==> config.mk <==
export PLATFORM = sky130hd
export DESIGN_NAME = wdt_control
export DESIGN_NICKNAME = d
export VERILOG_FILES = /design/src/rtl/wdt_pkg.sv /design/src/rtl/wdt_control.sv /design/src/rtl/wdt_counter.sv
export SDC_FILE = /design/constraint.sdc
export NUM_CORES = 1
export LEC_CHECK = 0
export CORE_AREA = 5 5 84 86
export DETAILED_ROUTE_END_ITERATION = 8
export DIE_AREA = 0 0 89 91
export DONT_BUFFER_PORTS = 1
export PLACE_DENSITY = 0.73
export SYNTH_ARGS = -nofsm -noshare
export SYNTH_HDL_FRONTEND = slang
export SYNTH_SLANG_ARGS = --single-unit
==> constraint.sdc <==
create_clock -name aclk -period 3.8 [get_ports aclk]
set_clock_uncertainty 0.15 [all_clocks]
set_input_delay 1.14 -clock aclk [delete_from_list [all_inputs] [get_ports aclk]]
set_output_delay 1.14 -clock aclk [all_outputs]
set_load 0.01 [all_outputs]
==> src/rtl/wdt_pkg.sv <==
package wdt_pkg;

  // ==========================================================================
  // Register byte offsets (one aligned 32-bit word each)
  localparam logic [7:0] OFF_CONTROL = 8'h00;
  localparam logic [7:0] OFF_CODE = 8'h04;
  localparam logic [7:0] OFF_COUNT = 8'h08;
  localparam logic [7:0] OFF_IRQ_STATUS = 8'h0C;
  localparam logic [7:0] OFF_IRQ_MASK = 8'h10;
  localparam logic [7:0] OFF_CONFIG = 8'h14;

  // ==========================================================================
  // Control register fields
  localparam int CTRL_EN_BIT = 0;
  localparam int CTRL_OSEL_BIT = 1;
  localparam int CTRL_OTIME_LSB = 2;
  localparam int CTRL_CWIN_LSB = 4;
  localparam logic [1:0] CTRL_TOP_BITS = 2'h2;
  localparam logic CTRL_EN_RST = 1'h1;
  localparam logic CTRL_OSEL_RST = 1'h1;
  localparam logic [1:0] CTRL_OTIME_RST = 2'h0;
  localparam logic [1:0] CTRL_CWIN_RST = 2'h0;

  // Overflow-signal select values
  localparam logic OSEL_IRQ = 1'h0;
  localparam logic OSEL_RESET = 1'h1;

  // Clear-window select values
  localparam logic [1:0] CWIN_ANY = 2'h0;
  localparam logic [1:0] CWIN_HALF = 2'h2;
  localparam logic [1:0] CWIN_3QTR = 2'h3;

  // ==========================================================================
  // Control codes
  localparam logic [7:0] CODE_CLEAR = 8'h4E;
  localparam logic [7:0] CODE_DISABLE = 8'hB1;

  // ==========================================================================
  // Interrupt status bits, config bits
  localparam int IRQ_WIN_BIT = 0;
  localparam int IRQ_OVF_BIT = 1;
  localparam int IRQ_W = 2;
  localparam int CFG_PRESCALE_BIT = 0;
  localparam logic CFG_PRESCALE_RST = 1'h0;

  // ==========================================================================
  // Overflow times as powers of two of source clocks, per overflow-time select
  localparam int OVF_EXP_GEAR_0 = 18;
  localparam int OVF_EXP_GEAR_1 = 20;
  localparam int OVF_EXP_GEAR_2 = 22;
  localparam int OVF_EXP_GEAR_3 = 24;
  localparam int OVF_EXP_LOW_0 = 11;
  localparam int OVF_EXP_LOW_1 = 13;
  localparam int OVF_EXP_LOW_2 = 15;
  localparam int OVF_EXP_LOW_3 = 17;
  localparam int COUNTER_W = 8;
  localparam int PRESCALE_W = 16;

  localparam logic [1:0] RESP_OKAY = 2'h0;
  localparam logic [1:0] RESP_SLVERR = 2'h2;

  typedef struct packed {
    logic [1:0] clear_window_sel;
    logic [1:0] overflow_time_sel;
    logic overflow_signal_sel;
    logic enable;
  } ctrl_t;

  // Prescaler stages in front of the 8-bit counter
  function automatic logic [4:0] prescale_exp(input logic [1:0] sel, input logic use_low);
    int e;
    case (sel)
      2'h0: e = use_low ? OVF_EXP_LOW_0 : OVF_EXP_GEAR_0;
      2'h1: e = use_low ? OVF_EXP_LOW_1 : OVF_EXP_GEAR_1;
      2'h2: e = use_low ? OVF_EXP_LOW_2 : OVF_EXP_GEAR_2;
      default: e = use_low ? OVF_EXP_LOW_3 : OVF_EXP_GEAR_3;
    endcase
    return 5'(e - COUNTER_W);
  endfunction

endpackage

==> src/rtl/wdt_control.sv <==
// How it works
// Overflow after 2^18/2^20/2^22/2^24 gear or 2^11/2^13/2^15/2^17 low
// Window 10: early clear interrupts, late clear clears
// Window 11: clear only after three quarters
// Fields locked while enable bit is one
// Fields accepted in the write setting enable
// Software disables: clear enable, then write B1
// Control reads bit7 one, bit6 zero
// One bit selects reset or interrupt on overflow
// Overflow raises the selected request
// Code 4E clears counter unless running out of window; others except B1 ignored
// Window 00: clear accepted any time
// B1 with enable zero stops, zeroes counter
// Out-of-window clear sets window status; counting continues
`timescale 1ns/1ps
module wdt_control
  import wdt_pkg::*;
#(
  parameter int ADDR_W = 8
) (
  input wire logic aclk,
  input wire logic aresetn,
  input wire logic [ADDR_W-1:0] awaddr,
  input wire logic [2:0] awprot,
  input wire logic awvalid,
  output logic awready,
  input wire logic [31:0] wdata,
  input wire logic [3:0] wstrb,
  input wire logic wvalid,
  output logic wready,
  output logic [1:0] bresp,
  output logic bvalid,
  input wire logic bready,
  input wire logic [ADDR_W-1:0] araddr,
  input wire logic [2:0] arprot,
  input wire logic arvalid,
  output logic arready,
  output logic [31:0] rdata,
  output logic [1:0] rresp,
  output logic rvalid,
  input wire logic rready,
  input wire logic gear_tick,
  input wire logic low_freq_clock,
  input wire logic slow_mode,
  output logic wdt_reset_req,
  output logic irq
);

  // ==========================================================================
  // Declarations
  ctrl_t ctrl_reg;
  logic running_reg;
  logic low_clock_prescale_sel;
  logic [IRQ_W-1:0] irq_status_reg;
  logic [IRQ_W-1:0] irq_mask_reg;
  logic [ADDR_W-1:0] waddr_reg;
  logic [31:0] wdata_reg;
  logic [3:0] wstrb_reg;
  logic aw_held_reg;
  logic w_held_reg;
  logic bvalid_reg;
  logic [1:0] bresp_reg;
  logic rvalid_reg;
  logic [31:0] rdata_reg;
  logic [1:0] rresp_reg;
  logic wr_fire;
  logic wr_low;
  logic ctrl_wr;
  logic code_wr;
  logic clear_cmd;
  logic disable_cmd;
  logic in_window;
  logic counter_clear;
  logic win_evt;
  logic ovf_evt;
  logic [COUNTER_W-1:0] count;
  logic overflow;
  logic [7:0] ctrl_read;

  function automatic logic mapped(input logic [ADDR_W-1:0] a);
    return a == ADDR_W'(OFF_CONTROL) || a == ADDR_W'(OFF_CODE) ||
           a == ADDR_W'(OFF_COUNT) || a == ADDR_W'(OFF_IRQ_STATUS) ||
           a == ADDR_W'(OFF_IRQ_MASK) || a == ADDR_W'(OFF_CONFIG);
  endfunction

  // ==========================================================================
  // AXI4-Lite write channel: address and data taken in either order
  assign awready = !aw_held_reg && !bvalid_reg;
  assign wready = !w_held_reg && !bvalid_reg;
  assign wr_fire = aw_held_reg && w_held_reg && !bvalid_reg;
  assign bvalid = bvalid_reg;
  assign bresp = bresp_reg;

  always_ff @(posedge aclk) begin
    if (!aresetn) begin
      aw_held_reg <= 1'b0;
      waddr_reg <= '0;
    end else if (awvalid && awready) begin
      aw_held_reg <= 1'b1;
      waddr_reg <= awaddr;
    end else if (wr_fire) begin
      aw_held_reg <= 1'b0;
    end
  end

  always_ff @(posedge aclk) begin
    if (!aresetn) begin
      w_held_reg <= 1'b0;
      wdata_reg <= '0;
      wstrb_reg <= '0;
    end else if (wvalid && wready) begin
      w_held_reg <= 1'b1;
      wdata_reg <= wdata;
      wstrb_reg <= wstrb;
    end else if (wr_fire) begin
      w_held_reg <= 1'b0;
    end
  end

  always_ff @(posedge aclk) begin
    if (!aresetn) begin
      bvalid_reg <= 1'b0;
      bresp_reg <= RESP_OKAY;
    end else if (wr_fire) begin
      bvalid_reg <= 1'b1;
      bresp_reg <= mapped(waddr_reg) ? RESP_OKAY : RESP_SLVERR;
    end else if (bready) begin
      bvalid_reg <= 1'b0;
    end
  end

  // Only the low byte lane carries register bits
  assign wr_low = wr_fire && wstrb_reg[0];
  assign ctrl_wr = wr_low && waddr_reg == ADDR_W'(OFF_CONTROL);
  assign code_wr = wr_low && waddr_reg == ADDR_W'(OFF_CODE);

  // ==========================================================================
  // Control register
  always_ff @(posedge aclk) begin
    if (!aresetn) begin
      ctrl_reg.enable <= CTRL_EN_RST;
    end else if (ctrl_wr) begin
      ctrl_reg.enable <= wdata_reg[CTRL_EN_BIT];
    end
  end

  // Fields move only while the enable bit is clear; a write that sets it
  // from zero still lands because the lock looks at the stored bit
  always_ff @(posedge aclk) begin
    if (!aresetn) begin
      ctrl_reg.clear_window_sel <= CTRL_CWIN_RST;
      ctrl_reg.overflow_time_sel <= CTRL_OTIME_RST;
      ctrl_reg.overflow_signal_sel <= CTRL_OSEL_RST;
    end else if (ctrl_wr && !ctrl_reg.enable) begin
      ctrl_reg.clear_window_sel <= wdata_reg[CTRL_CWIN_LSB+:2];
      ctrl_reg.overflow_time_sel <= wdata_reg[CTRL_OTIME_LSB+:2];
      ctrl_reg.overflow_signal_sel <= wdata_reg[CTRL_OSEL_BIT];
    end
  end

  always_ff @(posedge aclk) begin
    if (!aresetn) begin
      low_clock_prescale_sel <= CFG_PRESCALE_RST;
    end else if (wr_low && waddr_reg == ADDR_W'(OFF_CONFIG)) begin
      low_clock_prescale_sel <= wdata_reg[CFG_PRESCALE_BIT];
    end
  end

  // ==========================================================================
  // Control codes and operating state
  assign clear_cmd = code_wr && wdata_reg[7:0] == CODE_CLEAR;
  assign disable_cmd = code_wr && wdata_reg[7:0] == CODE_DISABLE && !ctrl_reg.enable;

  always_comb begin
    case (ctrl_reg.clear_window_sel)
      CWIN_HALF: in_window = count[COUNTER_W-1];
      CWIN_3QTR: in_window = &count[COUNTER_W-1-:2];
      default: in_window = 1'b1;
    endcase
  end

  // Stopping wins over a clear or an overflow landing in the same cycle
  always_ff @(posedge aclk) begin
    if (!aresetn) begin
      running_reg <= CTRL_EN_RST;
    end else if (disable_cmd) begin
      running_reg <= 1'b0;
    end else if (ctrl_wr && wdata_reg[CTRL_EN_BIT]) begin
      running_reg <= 1'b1;
    end
  end

  assign counter_clear = disable_cmd || (clear_cmd && (in_window || !running_reg));
  assign win_evt = clear_cmd && running_reg && !in_window;
  assign ovf_evt = overflow && running_reg && !disable_cmd;

  wdt_counter #(
    .CNT_W(COUNTER_W),
    .PRE_W(PRESCALE_W)
  ) u_counter (
    .aclk(aclk),
    .aresetn(aresetn),
    .run(running_reg),
    .clear(counter_clear),
    .src_tick(low_clock_prescale_sel || slow_mode ? low_freq_clock : gear_tick),
    .use_low(low_clock_prescale_sel || slow_mode),
    .time_sel(ctrl_reg.overflow_time_sel),
    .count_reg(count),
    .overflow_reg(overflow)
  );

  // ==========================================================================
  // Overflow requests
  always_ff @(posedge aclk) begin
    if (!aresetn) begin
      wdt_reset_req <= 1'b0;
    end else begin
      wdt_reset_req <= ovf_evt && ctrl_reg.overflow_signal_sel == OSEL_RESET;
    end
  end

  // Set wins over a write-one clear in the same cycle
  always_ff @(posedge aclk) begin
    if (!aresetn) begin
      irq_status_reg <= '0;
    end else begin
      irq_status_reg <= (irq_status_reg &
        ~((wr_low && waddr_reg == ADDR_W'(OFF_IRQ_STATUS)) ? wdata_reg[IRQ_W-1:0] : '0)) |
        {ovf_evt && ctrl_reg.overflow_signal_sel == OSEL_IRQ, win_evt};
    end
  end

  always_ff @(posedge aclk) begin
    if (!aresetn) begin
      irq_mask_reg <= '0;
    end else if (wr_low && waddr_reg == ADDR_W'(OFF_IRQ_MASK)) begin
      irq_mask_reg <= wdata_reg[IRQ_W-1:0];
    end
  end

  assign irq = |(irq_status_reg & irq_mask_reg);

  // ==========================================================================
  // AXI4-Lite read channel
  assign ctrl_read = {CTRL_TOP_BITS, ctrl_reg};
  assign arready = !rvalid_reg;
  assign rvalid = rvalid_reg;
  assign rdata = rdata_reg;
  assign rresp = rresp_reg;

  always_ff @(posedge aclk) begin
    if (!aresetn) begin
      rvalid_reg <= 1'b0;
      rdata_reg <= '0;
      rresp_reg <= RESP_OKAY;
    end else if (arvalid && arready) begin
      rvalid_reg <= 1'b1;
      rresp_reg <= mapped(araddr) ? RESP_OKAY : RESP_SLVERR;
      // Code register is write-only and reads as zero
      case (araddr)
        ADDR_W'(OFF_CONTROL): rdata_reg <= {24'h000000, ctrl_read};
        ADDR_W'(OFF_COUNT): rdata_reg <= {24'h000000, count};
        ADDR_W'(OFF_IRQ_STATUS): rdata_reg <= {30'h00000000, irq_status_reg};
        ADDR_W'(OFF_IRQ_MASK): rdata_reg <= {30'h00000000, irq_mask_reg};
        ADDR_W'(OFF_CONFIG): rdata_reg <= {29'h00000000, running_reg, slow_mode,
                                          low_clock_prescale_sel};
        default: rdata_reg <= '0;
      endcase
    end else if (rready) begin
      rvalid_reg <= 1'b0;
    end
  end

endmodule // wdt_control

==> src/rtl/wdt_counter.sv <==
`timescale 1ns/1ps
module wdt_counter
  import wdt_pkg::*;
#(
  parameter int CNT_W = COUNTER_W,
  parameter int PRE_W = PRESCALE_W
) (
  input wire logic aclk,
  input wire logic aresetn,
  input wire logic run,
  input wire logic clear,
  input wire logic src_tick,
  input wire logic use_low,
  input wire logic [1:0] time_sel,
  output logic [CNT_W-1:0] count_reg,
  output logic overflow_reg
);

  logic [PRE_W-1:0] prescale_reg;
  logic [PRE_W-1:0] low_mask;
  logic presc_done;
  logic step;

  // Counter steps once per 2^exp source ticks, so overflow lands at 2^(exp+8)
  assign low_mask = (PRE_W'(1) << prescale_exp(time_sel, use_low)) - PRE_W'(1);
  assign presc_done = &(prescale_reg | ~low_mask);
  assign step = run && src_tick && presc_done;

  // ==========================================================================
  // Prescaler
  always_ff @(posedge aclk) begin
    if (!aresetn || clear) begin
      prescale_reg <= '0;
    end else if (run && src_tick) begin
      prescale_reg <= presc_done ? '0 : prescale_reg + PRE_W'(1);
    end
  end

  // ==========================================================================
  // 8-bit up counter, wraps and keeps counting after overflow
  always_ff @(posedge aclk) begin
    if (!aresetn || clear) begin
      count_reg <= '0;
    end else if (step) begin
      count_reg <= count_reg + CNT_W'(1);
    end
  end

  always_ff @(posedge aclk) begin
    if (!aresetn) begin
      overflow_reg <= 1'b0;
    end else begin
      overflow_reg <= step && (&count_reg) && !clear;
    end
  end

endmodule // wdt_counter

==> summary.md <==
| Metric | Value |
|---|---|
| Max Cap Viol | 0 |
| Rows | 29 |
| Clock Path Buffers | 2 |
| YS warnings | 0 |
| Max reg flops | 16 |
| Worst EP required | 3.92 ns |
| RSZ-0062 raised after global routing | no |
| Placeable core area | roughly 6200 um^2 |
| Synthesis-to-finish area growth | 6.146% |
| Async SR Flop Fraction | 0% |
| Via count | just under 3,000 |
| CP arrival | 3.26 ns |
| DRT Pass-1 Iters | 4 |
| Hold_ws | slightly above 0.3 ns |
| Worst-Margin Slew | roughly 0.76 ns |
| Detailed Route WL | just over 8 mm |
| Initial Utilization | 56.77% |
| Utilization after layout | between 60 and 70% |
| Slew headroom | about 49% |
| Pwr Density | 436.0 nW/um^2 |
| Total GRT Usage | between 20% and 30% |
| N_diodes | 0 |
| FMAX | around 320 MHz |
| Final min period | ~3.1 ns |
| Synth unique cells | 50 |
| Area leader, netlist | dfxtp_1 |
| Detailed Place HPWL | a little over 6 mm |
| Mapped cell area | about 3500 um^2 |
| Sequential-to-total area share from yosys stat | between 30% and 40% |
| Antenna violations before repair | 0 |
| Synth Instances | 426 |
| Final Hold Vio Count | 0 |
| # DRC | 0 |
| Part of the cycle the worst path needs | 82.46% |
| First-pass GRT wire length | around 13 mm |
| Gr ovfl total | 0 |
| Most common cell after layout, fill and taps aside | dfxtp_1 |
| 1st-iter DRT viols | approximately 130 |
| Leakage | between 1 and 1.5 nW |
| H-tree depth | 3 |
| Number of global-route vias before repair | between 2,000 and 3,000 |
| Mean Syn Cell Area | slightly above 8 um^2 |
| Hold Buf Count CTS | 0 |
| CTS Buf Count | 9 |
| Die footprint | between 8000 and 9000 um^2 |
| Synthesis-stage register bit count | just under 70 |
| Clk Latency, worst-skew pair | around 0.34 ns |
| Die W | ~90 um |
| Status | finished, final reports clean |
| Die height | 91 um |
| Vias per inst | about 5.8 |
| Largest net degree at the start of global routing | 23 |
| Gates resized, CTS repair | 0 |
| Nets | around 500 |
| Worst-path fanout max | 17 |
| Endpoints failing setup | 0 |
| Setup TNS | 0 ns |
| Top cells by area, synth | dfxtp_1, nand2_1, buf_4 |
| Fin. max-slew vios | 0 |
| Critical path endpoint category | flop |
| CTS Sinks | 69 |
| Worst Setup Start Kind | flop |
| CTS tree | yes |
| Placer Congestion | around 0.87 |
| Clock-pin slew on the worst setup and hold paths | 0.08 ns |
| Setup Buffers After CTS | 0 |
| Commonest non-fill, non-tap cells in the layout | dfxtp_1, nand2_1, nor2_1 |
| Post-synth EDFFs | 0 |
| Worst vdd ir | about 260 uV |
| CTS Root Cell | clkbuf_8 |
| Fraction of layout cells with a size suffix above 1 | between 6 and 7% |
| CP Class | reg -> reg |
| Final Total Pwr | 1.630 mW |
| WL/cell | roughly 16 um |
| Top cell type's share of synthesized area | about two fifths |
| Antenna Nets Post-Route | 0 |
| PortBufs | 0 |
| Tightest Hold Check Type | reg -> reg |
| Io pins | about 110 |
| Post-synth top flop | dfxtp_1 |
==> stage by stage <==
step | std cells | worst slack, ns | instance area (um^2)
after detailed placement | 494 | 0.6295 | 3490
after global placement | 494 | 0.6912 | 3490
after CTS | 510 | 0.6749 | 3739
after global routing | 510 | 0.3971 | 3739
after floorplan | 451 | 0.9261 | 3616
final | 510 | 0.6666 | 3739
==> critical path, stage by stage, from the launching register on <==
cell	delay [ns]
dfxtp_1	0.44
inv_1	0.12
ha_1	0.41
o21a_1	0.16
o31ai_1	0.25
o31a_1	0.17
nand4_1	0.53
or4_1	0.69
a21oi_1	0.15
==> worst paths after layout <==
check,startpoint,endpoint,cells after the start,slack (ns)
max,ctrl_read[2]$_SDFFE_PN0P_,u_counter.count_reg[6]$_SDFFE_PP0P_,8,0.67
min,waddr_reg[6]$_SDFFE_PN0P_,waddr_reg[6]$_SDFFE_PN0P_,2,0.31
max reg2reg,ctrl_read[2]$_SDFFE_PN0P_,u_counter.count_reg[6]$_SDFFE_PP0P_,8,0.67
min reg2reg,waddr_reg[6]$_SDFFE_PN0P_,waddr_reg[6]$_SDFFE_PN0P_,2,0.31
==> cell usage after synthesis, drive strengths merged, types with 2 or more instances <==
| library cell | number |
|---|---|
| clkbuf | 10 |
| o211ai | 3 |
| o21a | 5 |
| nor4b | 3 |
| mux2i | 9 |
| xnor2 | 4 |
| nor4 | 6 |
| buf | 29 |
| inv | 9 |
| a21oi | 36 |
| a32o | 2 |
| and2 | 5 |
| nand3 | 15 |
| nor2b | 3 |
| mux2 | 2 |
| nand2 | 55 |
| ha | 8 |
| nand4 | 9 |
| and3 | 7 |
| nor2 | 47 |
| nor3 | 11 |
| or3 | 2 |
| o31ai | 8 |
| a211oi | 4 |
| a221oi | 6 |
| nand3b | 2 |
| dfxtp | 69 |
| nand2b | 5 |
| or4 | 7 |
| nor3b | 7 |
| xor2 | 11 |
| or2 | 3 |
| o21ai | 11 |
| a221o | 3 |
==> area by class of cell <==
type / instances / area (um^2)
flip-flops and latches: 69 / 1381
fillers: 574 / 2466
well taps: 77 / 96.34
inverters: 9 / 33.78
clock inverters: 5 / 107.6
repair buffers: 5 / 37.54
multi-input cells: 334 / 1941
clock buffers: 11 / 141.4
==> power by group <==
part,switching [mW],internal [mW],total [mW]
Combinational,0.0736,0.0371,0.111
Sequential,0.0287,0.747,0.776
Clock,0.286,0.457,0.743
Total,0.389,1.24,1.63
==> layer usage <==
layer	part of all wire (%)	global-route usage, %	up-vias
li1	-	-	1469
met1	43	26.51	1373
met2	50	33.73	81
met4	1.6	7.320	0
met5	0	0	-
met3	5.7	4.525	10
==> kinds of logic after synthesis <==
kind of cell	Yosys count	synth area share, %
compound gates	86	15.92
xor+xnor	15	3.730
flops	69	39.22
buf+inv	48	8.348
fa+ha+maj	8	2.842
mux	11	3.197
simple gates	188	26.64
other cells	1	0.1065
No activity file was read; power rests on OpenSTA's default activity.
